## config.mk

```make
export PLATFORM = sky130hd
export DESIGN_NAME = umc_top
export DESIGN_NICKNAME = d
export VERILOG_FILES = /design/src/design/umc_top.v /design/src/design/umc_sync.v
export VERILOG_INCLUDE_DIRS = /design/src /design/src/design
export SDC_FILE = /design/constraint.sdc
export NUM_CORES = 1
export LEC_CHECK = 0
export ABC_CLOCK_PERIOD_IN_PS = 1860
export BUFFER_PORTS_ARGS = -buffer_cell sky130_fd_sc_hd__buf_2
export CAP_MARGIN = 20
export CELL_PAD_IN_SITES_DETAIL_PLACEMENT = 1
export CELL_PAD_IN_SITES_GLOBAL_PLACEMENT = 2
export CORE_ASPECT_RATIO = 0.5
export CORE_MARGIN = 3
export CORE_UTILIZATION = 31
export DETAILED_ROUTE_END_ITERATION = 12
export PLACE_DENSITY_LB_ADDON = 0.3
export SYNTH_ARGS = -nofsm -noshare
export SYNTH_HDL_FRONTEND = slang
export SYNTH_SLANG_ARGS = --single-unit
```

## constraint.sdc

```tcl
create_clock -name clk -period 1.86 [get_ports clk]
set_clock_uncertainty 0.1 [all_clocks]
set_input_delay 0.279 -clock clk [delete_from_list [all_inputs] [get_ports clk]]
set_output_delay 0.279 -clock clk [all_outputs]
set_load 0.005 [all_outputs]
```

## src/design/umc_defines.vh

```
// constants for the modem control and status block
`ifndef UMC_DEFINES_VH
`define UMC_DEFINES_VH
// register word addresses (byte address = index * 4)
`define UMC_ADDR_MCR 2'h0
`define UMC_ADDR_MSR 2'h1
`define UMC_ADDR_IER 2'h2
`define UMC_ADDR_IIR 2'h3
// modem control fields
`define UMC_MCR_DTR 0
`define UMC_MCR_RTS 1
`define UMC_MCR_OUTA 2
`define UMC_MCR_OUTB 3
`define UMC_MCR_LOOP 4
`define UMC_MCR_RESET 8'h00
// modem status fields
`define UMC_MSR_CTS_CHG 0
`define UMC_MSR_DSR_CHG 1
`define UMC_MSR_RING_END 2
`define UMC_MSR_CAR_CHG 3
`define UMC_MSR_CTS 4
`define UMC_MSR_DSR 5
`define UMC_MSR_RING 6
`define UMC_MSR_CARRIER 7
// interrupt enable fields
`define UMC_IER_RDA 0
`define UMC_IER_THRE 1
`define UMC_IER_RLS 2
`define UMC_IER_MS 3
`define UMC_IER_RESET 8'h00
// interrupt identity codes, bit 0 high means nothing pending
`define UMC_IID_NONE 8'h01
`define UMC_IID_RLS 8'h06
`define UMC_IID_RDA 8'h04
`define UMC_IID_TMO 8'h0C
`define UMC_IID_THRE 8'h02
`define UMC_IID_MS 8'h00
// 16x receiver clock divisor default
`define UMC_RX_DIV_DEFAULT 16'h0036
`endif

```

## src/design/umc_top.v

```verilog
// modem control, modem status, interrupt and read strobe logic of the serial element
// Summary of operation
// transceiver disable high except during host reads
// msr bit 5 shows data set ready
// msr bit 1 flags data set ready change
// data set ready change interrupts when enabled
// terminal ready active low when bit set
// terminal ready inactive on reset, loop, clear
// interrupt on five prioritised sources
// interrupt drops when serviced or reset
// master reset clears registers, sets outputs
// user outputs follow bits 2 and 3
// receiver runs from sixteen-times baud clock
// read allowed when selected and strobe active
// host ties unused read strobe inactive
// msr bit 6 shows ring indicator
// msr bit 2 flags ring rising edge
// ring rising edge interrupts when enabled
// clear to send bit 4, change bit 0
// carrier detect bit 7, change bit 3
// request to send follows mcr bit 1
// msr read clears change flags, rearms
`timescale 1ns/100ps
`default_nettype none
`include "umc_defines.vh"
module umc_top #(
  parameter RX_DIV = `UMC_RX_DIV_DEFAULT
) (
  input wire clk,
  input wire nrst,
  input wire master_reset_in,
  // avalon-mm slave
  input wire [1:0] avs_address,
  input wire avs_read,
  input wire avs_write,
  input wire [31:0] avs_writedata,
  output reg [31:0] avs_readdata,
  output reg avs_waitrequest,
  // direct host pins
  input wire chip_select_in,
  input wire read_strobe_high,
  input wire read_strobe_low_n,
  output reg transceiver_disable_out,
  // modem pins, all active low
  input wire clear_to_send_n,
  input wire set_ready_n,
  input wire ring_indicator_n,
  input wire carrier_detect_n,
  output reg terminal_ready_n,
  output reg request_to_send_n,
  output reg user_output_a_n,
  output reg user_output_b_n,
  // interrupt sources from the data paths
  input wire rx_error_in,
  input wire rx_data_avail_in,
  input wire rx_timeout_in,
  input wire fifo_mode_in,
  input wire thr_empty_in,
  output reg host_irq_out,
  output reg rx_tick_out
);
  wire [3:0] modem_s;
  wire [3:0] host_s;
  reg [7:0] mcr_r;
  reg [7:0] ier_r;
  reg [3:0] delta_r;
  reg [3:0] prev_r;
  reg thre_pend_r;
  reg thr_prev_r;
  reg [15:0] div_r;
  reg [7:0] iid_nxt;
  reg [31:0] rdata_nxt;
  wire [3:0] level;
  wire [3:0] change;
  wire rst_any;
  wire loop_mode;
  wire host_rd;
  wire msr_rd;
  wire iir_rd;
  wire ms_int;
  wire ack;
  // next values of the control and flag registers
  wire bus_wr;
  wire thre_arm;
  wire thre_done;
  wire [3:0] out_bits;
  reg [7:0] mcr_nxt;
  reg [7:0] ier_nxt;
  reg [3:0] delta_nxt;
  reg thre_pend_nxt;
  reg [3:0] mout_nxt;
  genvar gi;

  umc_sync #(.W(4)) u_modem_sync (
    .clk(clk),
    .nrst(nrst),
    .async_in({carrier_detect_n, ring_indicator_n, set_ready_n, clear_to_send_n}),
    .sync_out(modem_s)
  );
  // host pins enter at their active-low sense so the flops reset to the idle level
  umc_sync #(.W(4)) u_host_sync (
    .clk(clk),
    .nrst(nrst),
    .async_in({~master_reset_in, ~chip_select_in, read_strobe_low_n, ~read_strobe_high}),
    .sync_out(host_s)
  );

  // master reset acts synchronously after the synchroniser, two edges late
  assign rst_any = ~host_s[3];
  assign loop_mode = mcr_r[`UMC_MCR_LOOP];
  // either strobe while selected opens a read; select shares the flops so both stay aligned
  assign host_rd = ~host_s[2] & (~host_s[0] | ~host_s[1]);
  // status bits are true when the active-low pin is low
  assign level = ~modem_s; // {carrier, ring, set ready, clear to send}
  // per-input change detect; the ring input counts only its trailing edge, when the pin returns high
  generate
    for (gi = 0; gi < 4; gi = gi + 1) begin : g_chg
      if (gi == `UMC_MSR_RING_END) begin : g_trail
        assign change[gi] = ~level[gi] & prev_r[gi];
      end else begin : g_any
        assign change[gi] = level[gi] ^ prev_r[gi];
      end
    end
  endgenerate
  // a request is taken on its first edge, while waitrequest still stands high
  assign ack = (avs_read | avs_write) & avs_waitrequest;
  assign bus_wr = avs_write & ack;
  assign msr_rd = avs_read & ack & (avs_address == `UMC_ADDR_MSR);
  assign iir_rd = avs_read & ack & (avs_address == `UMC_ADDR_IIR);
  assign ms_int = ier_r[`UMC_IER_MS] & (|delta_r);

  // one wait state, answer on the second edge of each request
  // the master may start a new request on the edge after the answer
  always @(posedge clk or negedge nrst) begin
    if (!nrst) begin
      avs_waitrequest <= 1'b1;
    end else if (ack) begin
      avs_waitrequest <= 1'b0;
    end else begin
      avs_waitrequest <= 1'b1;
    end
  end

  // next control values; master reset outranks a bus write in the same cycle
  // writes to status and identity are dropped, those registers are read only
  always @* begin
    mcr_nxt = mcr_r;
    ier_nxt = ier_r;
    if (rst_any) begin
      mcr_nxt = `UMC_MCR_RESET;
      ier_nxt = `UMC_IER_RESET;
    end else if (bus_wr) begin
      case (avs_address)
        `UMC_ADDR_MCR: mcr_nxt = {3'h0, avs_writedata[4:0]};
        `UMC_ADDR_IER: ier_nxt = {4'h0, avs_writedata[3:0]};
        default: mcr_nxt = mcr_r;
      endcase
    end
  end

  // control registers written from the bus
  always @(posedge clk or negedge nrst) begin
    if (!nrst) begin
      mcr_r <= `UMC_MCR_RESET;
      ier_r <= `UMC_IER_RESET;
    end else begin
      mcr_r <= mcr_nxt;
      ier_r <= ier_nxt;
    end
  end

  // change flags: a new change in the read cycle survives the clear
  // software that reads too seldom sees several changes merged into one flag
  always @* begin
    if (rst_any) begin
      delta_nxt = 4'h0;
    end else begin
      delta_nxt = (msr_rd ? 4'h0 : delta_r) | change;
    end
  end

  // the pin history keeps following in reset, so leaving it raises no false flag
  always @(posedge clk or negedge nrst) begin
    if (!nrst) begin
      delta_r <= 4'h0;
      prev_r <= 4'h0;
    end else begin
      delta_r <= delta_nxt;
      prev_r <= level;
    end
  end

  // holding-empty interrupt is armed on the rising edge, cleared by identity read
  assign thre_arm = thr_empty_in & ~thr_prev_r;
  assign thre_done = (iir_rd & (iid_nxt == `UMC_IID_THRE)) | ~thr_empty_in;
  // arming wins over a clearing read in the same cycle
  always @* begin
    thre_pend_nxt = thre_pend_r;
    if (rst_any) begin
      thre_pend_nxt = 1'b0;
    end else if (thre_arm) begin
      thre_pend_nxt = 1'b1;
    end else if (thre_done) begin
      thre_pend_nxt = 1'b0;
    end
  end

  // history is held low in reset so an empty holding register rearms after it
  always @(posedge clk or negedge nrst) begin
    if (!nrst) begin
      thre_pend_r <= 1'b0;
      thr_prev_r <= 1'b0;
    end else begin
      thre_pend_r <= thre_pend_nxt;
      thr_prev_r <= thr_empty_in & ~rst_any;
    end
  end

  // prioritised interrupt identity
  always @* begin
    iid_nxt = `UMC_IID_NONE;
    if (ier_r[`UMC_IER_RLS] & rx_error_in) begin
      iid_nxt = `UMC_IID_RLS;
    end else if (ier_r[`UMC_IER_RDA] & rx_data_avail_in) begin
      iid_nxt = `UMC_IID_RDA;
    end else if (ier_r[`UMC_IER_RDA] & fifo_mode_in & rx_timeout_in) begin
      iid_nxt = `UMC_IID_TMO; // timeout only counts in fifo mode
    end else if (ier_r[`UMC_IER_THRE] & thre_pend_r) begin
      iid_nxt = `UMC_IID_THRE;
    end else if (ms_int) begin
      iid_nxt = `UMC_IID_MS;
    end
  end

  // read data mux, unmapped bits read zero
  // the status read shows the flags as they stood before the clearing edge
  always @* begin
    rdata_nxt = 32'h0000_0000;
    case (avs_address)
      `UMC_ADDR_MCR: rdata_nxt = {24'h0, mcr_r};
      `UMC_ADDR_MSR: rdata_nxt = {24'h0, level, delta_r};
      `UMC_ADDR_IER: rdata_nxt = {24'h0, ier_r};
      `UMC_ADDR_IIR: rdata_nxt = {24'h0, iid_nxt};
      default: rdata_nxt = 32'h0000_0000;
    endcase
  end

  always @(posedge clk or negedge nrst) begin
    if (!nrst) begin
      avs_readdata <= 32'h0000_0000;
    end else if (avs_read & ack) begin
      avs_readdata <= rdata_nxt;
    end
  end

  // modem outputs: inactive high on reset, in loop mode or with the bit cleared
  assign out_bits = {mcr_r[`UMC_MCR_OUTB], mcr_r[`UMC_MCR_OUTA], mcr_r[`UMC_MCR_RTS], mcr_r[`UMC_MCR_DTR]};
  always @* begin
    mout_nxt = ~(out_bits & {4{~loop_mode & ~rst_any}});
  end

  // each pin has its own flop so no decode glitch reaches the modem
  always @(posedge clk or negedge nrst) begin
    if (!nrst) begin
      terminal_ready_n <= 1'b1;
      request_to_send_n <= 1'b1;
      user_output_a_n <= 1'b1;
      user_output_b_n <= 1'b1;
    end else begin
      terminal_ready_n <= mout_nxt[0];
      request_to_send_n <= mout_nxt[1];
      user_output_a_n <= mout_nxt[2];
      user_output_b_n <= mout_nxt[3];
    end
  end

  // interrupt pin and transceiver disable
  always @(posedge clk or negedge nrst) begin
    if (!nrst) begin
      host_irq_out <= 1'b0;
      transceiver_disable_out <= 1'b1;
    end else begin
      host_irq_out <= ~rst_any & ~iid_nxt[0];
      transceiver_disable_out <= ~host_rd;
    end
  end

  // receiver 16x enable from a divider, a stand-in for the dedicated clock pin
  // one clock avoids a second domain; the clk rate divided by RX_DIV sets the receiver rate
  always @(posedge clk or negedge nrst) begin
    if (!nrst) begin
      div_r <= 16'h0000;
      rx_tick_out <= 1'b0;
    end else if (div_r >= RX_DIV - 16'h0001) begin
      div_r <= 16'h0000;
      rx_tick_out <= 1'b1;
    end else begin
      div_r <= div_r + 16'h0001;
      rx_tick_out <= 1'b0;
    end
  end
endmodule
`default_nettype wire

```

## src/design/umc_sync.v

```verilog
// two-flop synchroniser bank for the modem and host inputs
`timescale 1ns/100ps
`default_nettype none
module umc_sync #(
  parameter W = 4
) (
  input wire clk,
  input wire nrst,
  input wire [W-1:0] async_in,
  output reg [W-1:0] sync_out
);
  genvar i;
  generate
    for (i = 0; i < W; i = i + 1) begin : g_bit
      reg meta_r;
      // first flop feeds only the second one
      always @(posedge clk or negedge nrst) begin
        if (!nrst) begin
          meta_r <= 1'b1;
          sync_out[i] <= 1'b1;
        end else begin
          meta_r <= async_in[i];
          sync_out[i] <= meta_r;
        end
      end
    end
  endgenerate
endmodule
`default_nettype wire

```

==> reports/metrics.yaml <==
cells_and_area:
  multi_input_area_um2: 878
  n_antenna_cell: 0
  final_cell_mix: "45 x dfrtp_1, 39 x buf_2, 34 x conb_1, 22 x dfstp_2, 17 x nor2b_1"
  seq_area_um2: 1700
  nFillCells: 932
  final_common_cell: "dfrtp_1"
  areaGrowthSynthToFinish_pct: 25.8
  final_util: 0.412
  layout.nets: 339
  finalNonFillerCells: 402
  drive_above_1_share: 0.310
power_and_ir_drop:
  swShare: 0.231
  p_per_area_nw_per_um2: 1040
  p_seq_frac: 0.456
  pwr-share-clk: 0.473
  vdd_drop_max_uv: 524
  intPower_mw: 2.71
  power_mw: 3.52
  switchingPower_uw: 813
  p_leak_nw: 1.57
  combPwrFrac: 0.072
placed_design:
  dp_hpwl_um: 3880
  gp_congestion: 0.748
  dp_slack_ns: 0.171
  port_buffers: 39
  dp.cells: 377
setup_path:
  cp-start-kind: "register"
  path_cells: "and2_2, nand3b_1, a22oi_1, nor2b_1"
  critPathKind: "register to register"
  arrival_ns: 1.71
  worst_ep_required_time_ns: 1.97
  crit_fanout: 7
  max_stage_delay_ns: 0.58
  cp-end-kind: "register"
  worst_path_max_delay_cell: "dfstp_2"
clocking:
  cts.sinks: 67
  htreeDepth: 3
  clockBufferDepth: 2
  postCtsSetupBuffers: 0
  root_buffer: "clkbuf_16"
  cts.clk_slew.worst_paths_ns: 0.05
  cts_made_buffers: 9
  clk_latency_ns: 0.33
  cts_tree: "yes"
worst_hold_path:
  hp-class: "primary input to register"
global_routing:
  grtUsageTotal: 0.131
  grt_pass1_wl_um: 9530
  grt.overflow.total: 0
  grt_start_max_net_pins: 68
  grt_pass1_vias: 1899
  antenna_found_initial: 0
yosys:
  synth-seq-area-share: 0.632
  synth_area_per_cell_um2: 12.5
  netlist_area_um2: 2700
  synth-seq-cells: 67
  synth_cell_types: 44
  syn_inst: 216
  yosys_warnings: 0
route:
  drt_first_pass_iters: 4
  vias: 1709
  viasPerCell: 4.25
  routed_wl_um: 5640
  post_drt_wl_per_cell_um: 14.0
  initialDrtViolationCount: 45
  detail-route-antenna-nets: 0
  drc: 0
die:
  die_area_um2: 9930
  io_pins: 91
  die_y_um: 72.0
  fp.coreArea_um2: 8230
  start_util: 0.328
  die_x_um: 138
  rows: 23
timing:
  tns_ns: 0
  grt_setup_unrepaired: "false"
  hold_viol: 0
  fin_crit_sh: 0.861
  setup_viol: 0
  timing.fmax_mhz: 625
  finalCriticalPeriod_ns: 1.60
  slew_viol_final: 0
  finalWorstSetupSlack_ns: 0.259
flow_run:
  maxCapViolCount: 0
status:
  outcome: "finished, final reports clean"
==> timing repair <==
item                                    4_1_cts  5_1_grt
hold buffers                                  9        0
endpoints found under the hold margin        53        0
gates resized for setup                       0        1
endpoints found under the setup margin        0        4
==> layer usage <==
| layer | track usage | vias up | share of wire |
|---|---|---|---|
| met2 | 0.224 | 47 | 0.51 |
| met5 | 0 | - | 0 |
| li1 | - | 806 | - |
| met4 | 0.0526 | 0 | 0.012 |
| met1 | 0.148 | 848 | 0.42 |
| met3 | 0.0506 | 8 | 0.055 |
==> power groups by stage <==
stage | clock [mW] | sequential, mW | combinational, mW
after floorplan | 0 | 1.61 | 0.151
after global placement | 0 | 1.62 | 0.233
after detailed placement | 0 | 1.63 | 0.239
after CTS | 1.72 | 1.61 | 0.256
after global routing | 1.80 | 1.61 | 0.291
final | 1.66 | 1.60 | 0.252
==> sequential cells by signal, summed over array words and instances, names as in the netlist, 4 cells and up <==
register                   count
avs_readdata                   8
delta_r                        4
div_r                         16
ier_r                          4
mcr_r                          5
prev_r                         4
u_host_sync.g_bit.meta_r       4
u_host_sync.sync_out           4
u_modem_sync.g_bit.meta_r      4
u_modem_sync.sync_out          4
==> kinds of logic (layout without fill, tap and decap cells) <==
logic type / count (synthesis) / after routing / share of synthesized area
flops: 67 / 67 / 0.632
simple gates: 57 / 57 / 0.115
buf+inv: 39 / 80 / 0.0909
compound gates: 30 / 30 / 0.0728
mux: 13 / 13 / 0.0547
xor+xnor: 6 / 6 / 0.0195
fa+ha+maj: 3 / 3 / 0.0139
other cells: 1 / 34 / 0.00139
==> cell type report <==
cell class / instances / area share
Clock buffer: 10 / 0.0675
Clock inverter: 6 / 0.0192
Inverter: 11 / 0.0122
Multi-Input combinational cell: 143 / 0.259
Sequential cell: 67 / 0.502
Tap cell: 112 / 0.0413
Timing Repair Buffer: 53 / 0.0988
==> cell usage after synthesis, drive strengths merged <==
cell	number	share of area
a211oi	1	0.0028
a21boi	1	0.0028
a21o	2	0.0056
a21oi	8	0.016
a22oi	1	0.0028
a311oi	1	0.0032
a31oi	2	0.0046
and2	2	0.0051
and3	1	0.0023
and3b	1	0.0032
buf	27	0.074
clkbuf	1	0.0014
conb	1	0.0014
dfrtp	45	0.42
dfstp	22	0.21
ha	3	0.014
inv	11	0.015
mux2	1	0.0056
mux2i	11	0.041
mux4	1	0.0083
nand2	14	0.020
nand2b	3	0.0070
nand3	5	0.0093
nand3b	1	0.0028
nand4	2	0.0046
nor2	7	0.0097
nor2b	17	0.039
nor3	1	0.0037
nor4	2	0.0046
o2111a	1	0.0042
o2111ai	1	0.0032
o21ai	9	0.018
o22a	1	0.0032
o31ai	1	0.0028
o41ai	1	0.0032
or4	1	0.0028
xnor2	5	0.016
xor2	1	0.0032
==> critical path: cells and delay by family, from the launching register on <==
family	cells	cell delay (ns)
compound gates	1	0.24
flops	1	0.58
simple gates	3	0.57
==> stage by stage <==
step	hold slack (ns)	cell area, um2
after CTS	0.0456	3390
after global placement	0.218	3000
after detailed placement	0.223	3000
after floorplan	-0.117	2820
final	0.0564	3390
after global routing	0.0534	3390
==> path summary, 6_finish.rpt <==
check | start | endpoint | slack (ns) | cells after the start
worst max-delay path | avs_waitrequest$_DFF_PN1_ | delta_r[2]$_DFF_PN0_ | 0.26 | 4
worst min-delay path | avs_read | avs_waitrequest$_DFF_PN1_ | 0.06 | 2
worst max register to register | avs_waitrequest$_DFF_PN1_ | delta_r[2]$_DFF_PN0_ | 0.26 | 4
worst min register to register | u_modem_sync.g_bit[2].meta_r$_DFF_PN1_ | u_modem_sync.sync_out[2]$_DFF_PN1_ | 0.25 | 0
max in group asynchronous | nrst | u_host_sync.sync_out[0]$_DFF_PN1_ | 0.94 | 3
min in group asynchronous | nrst | host_irq_out$_DFF_PN0_ | 0.39 | 3
Note: power is estimated with default switching activity, not from simulation.
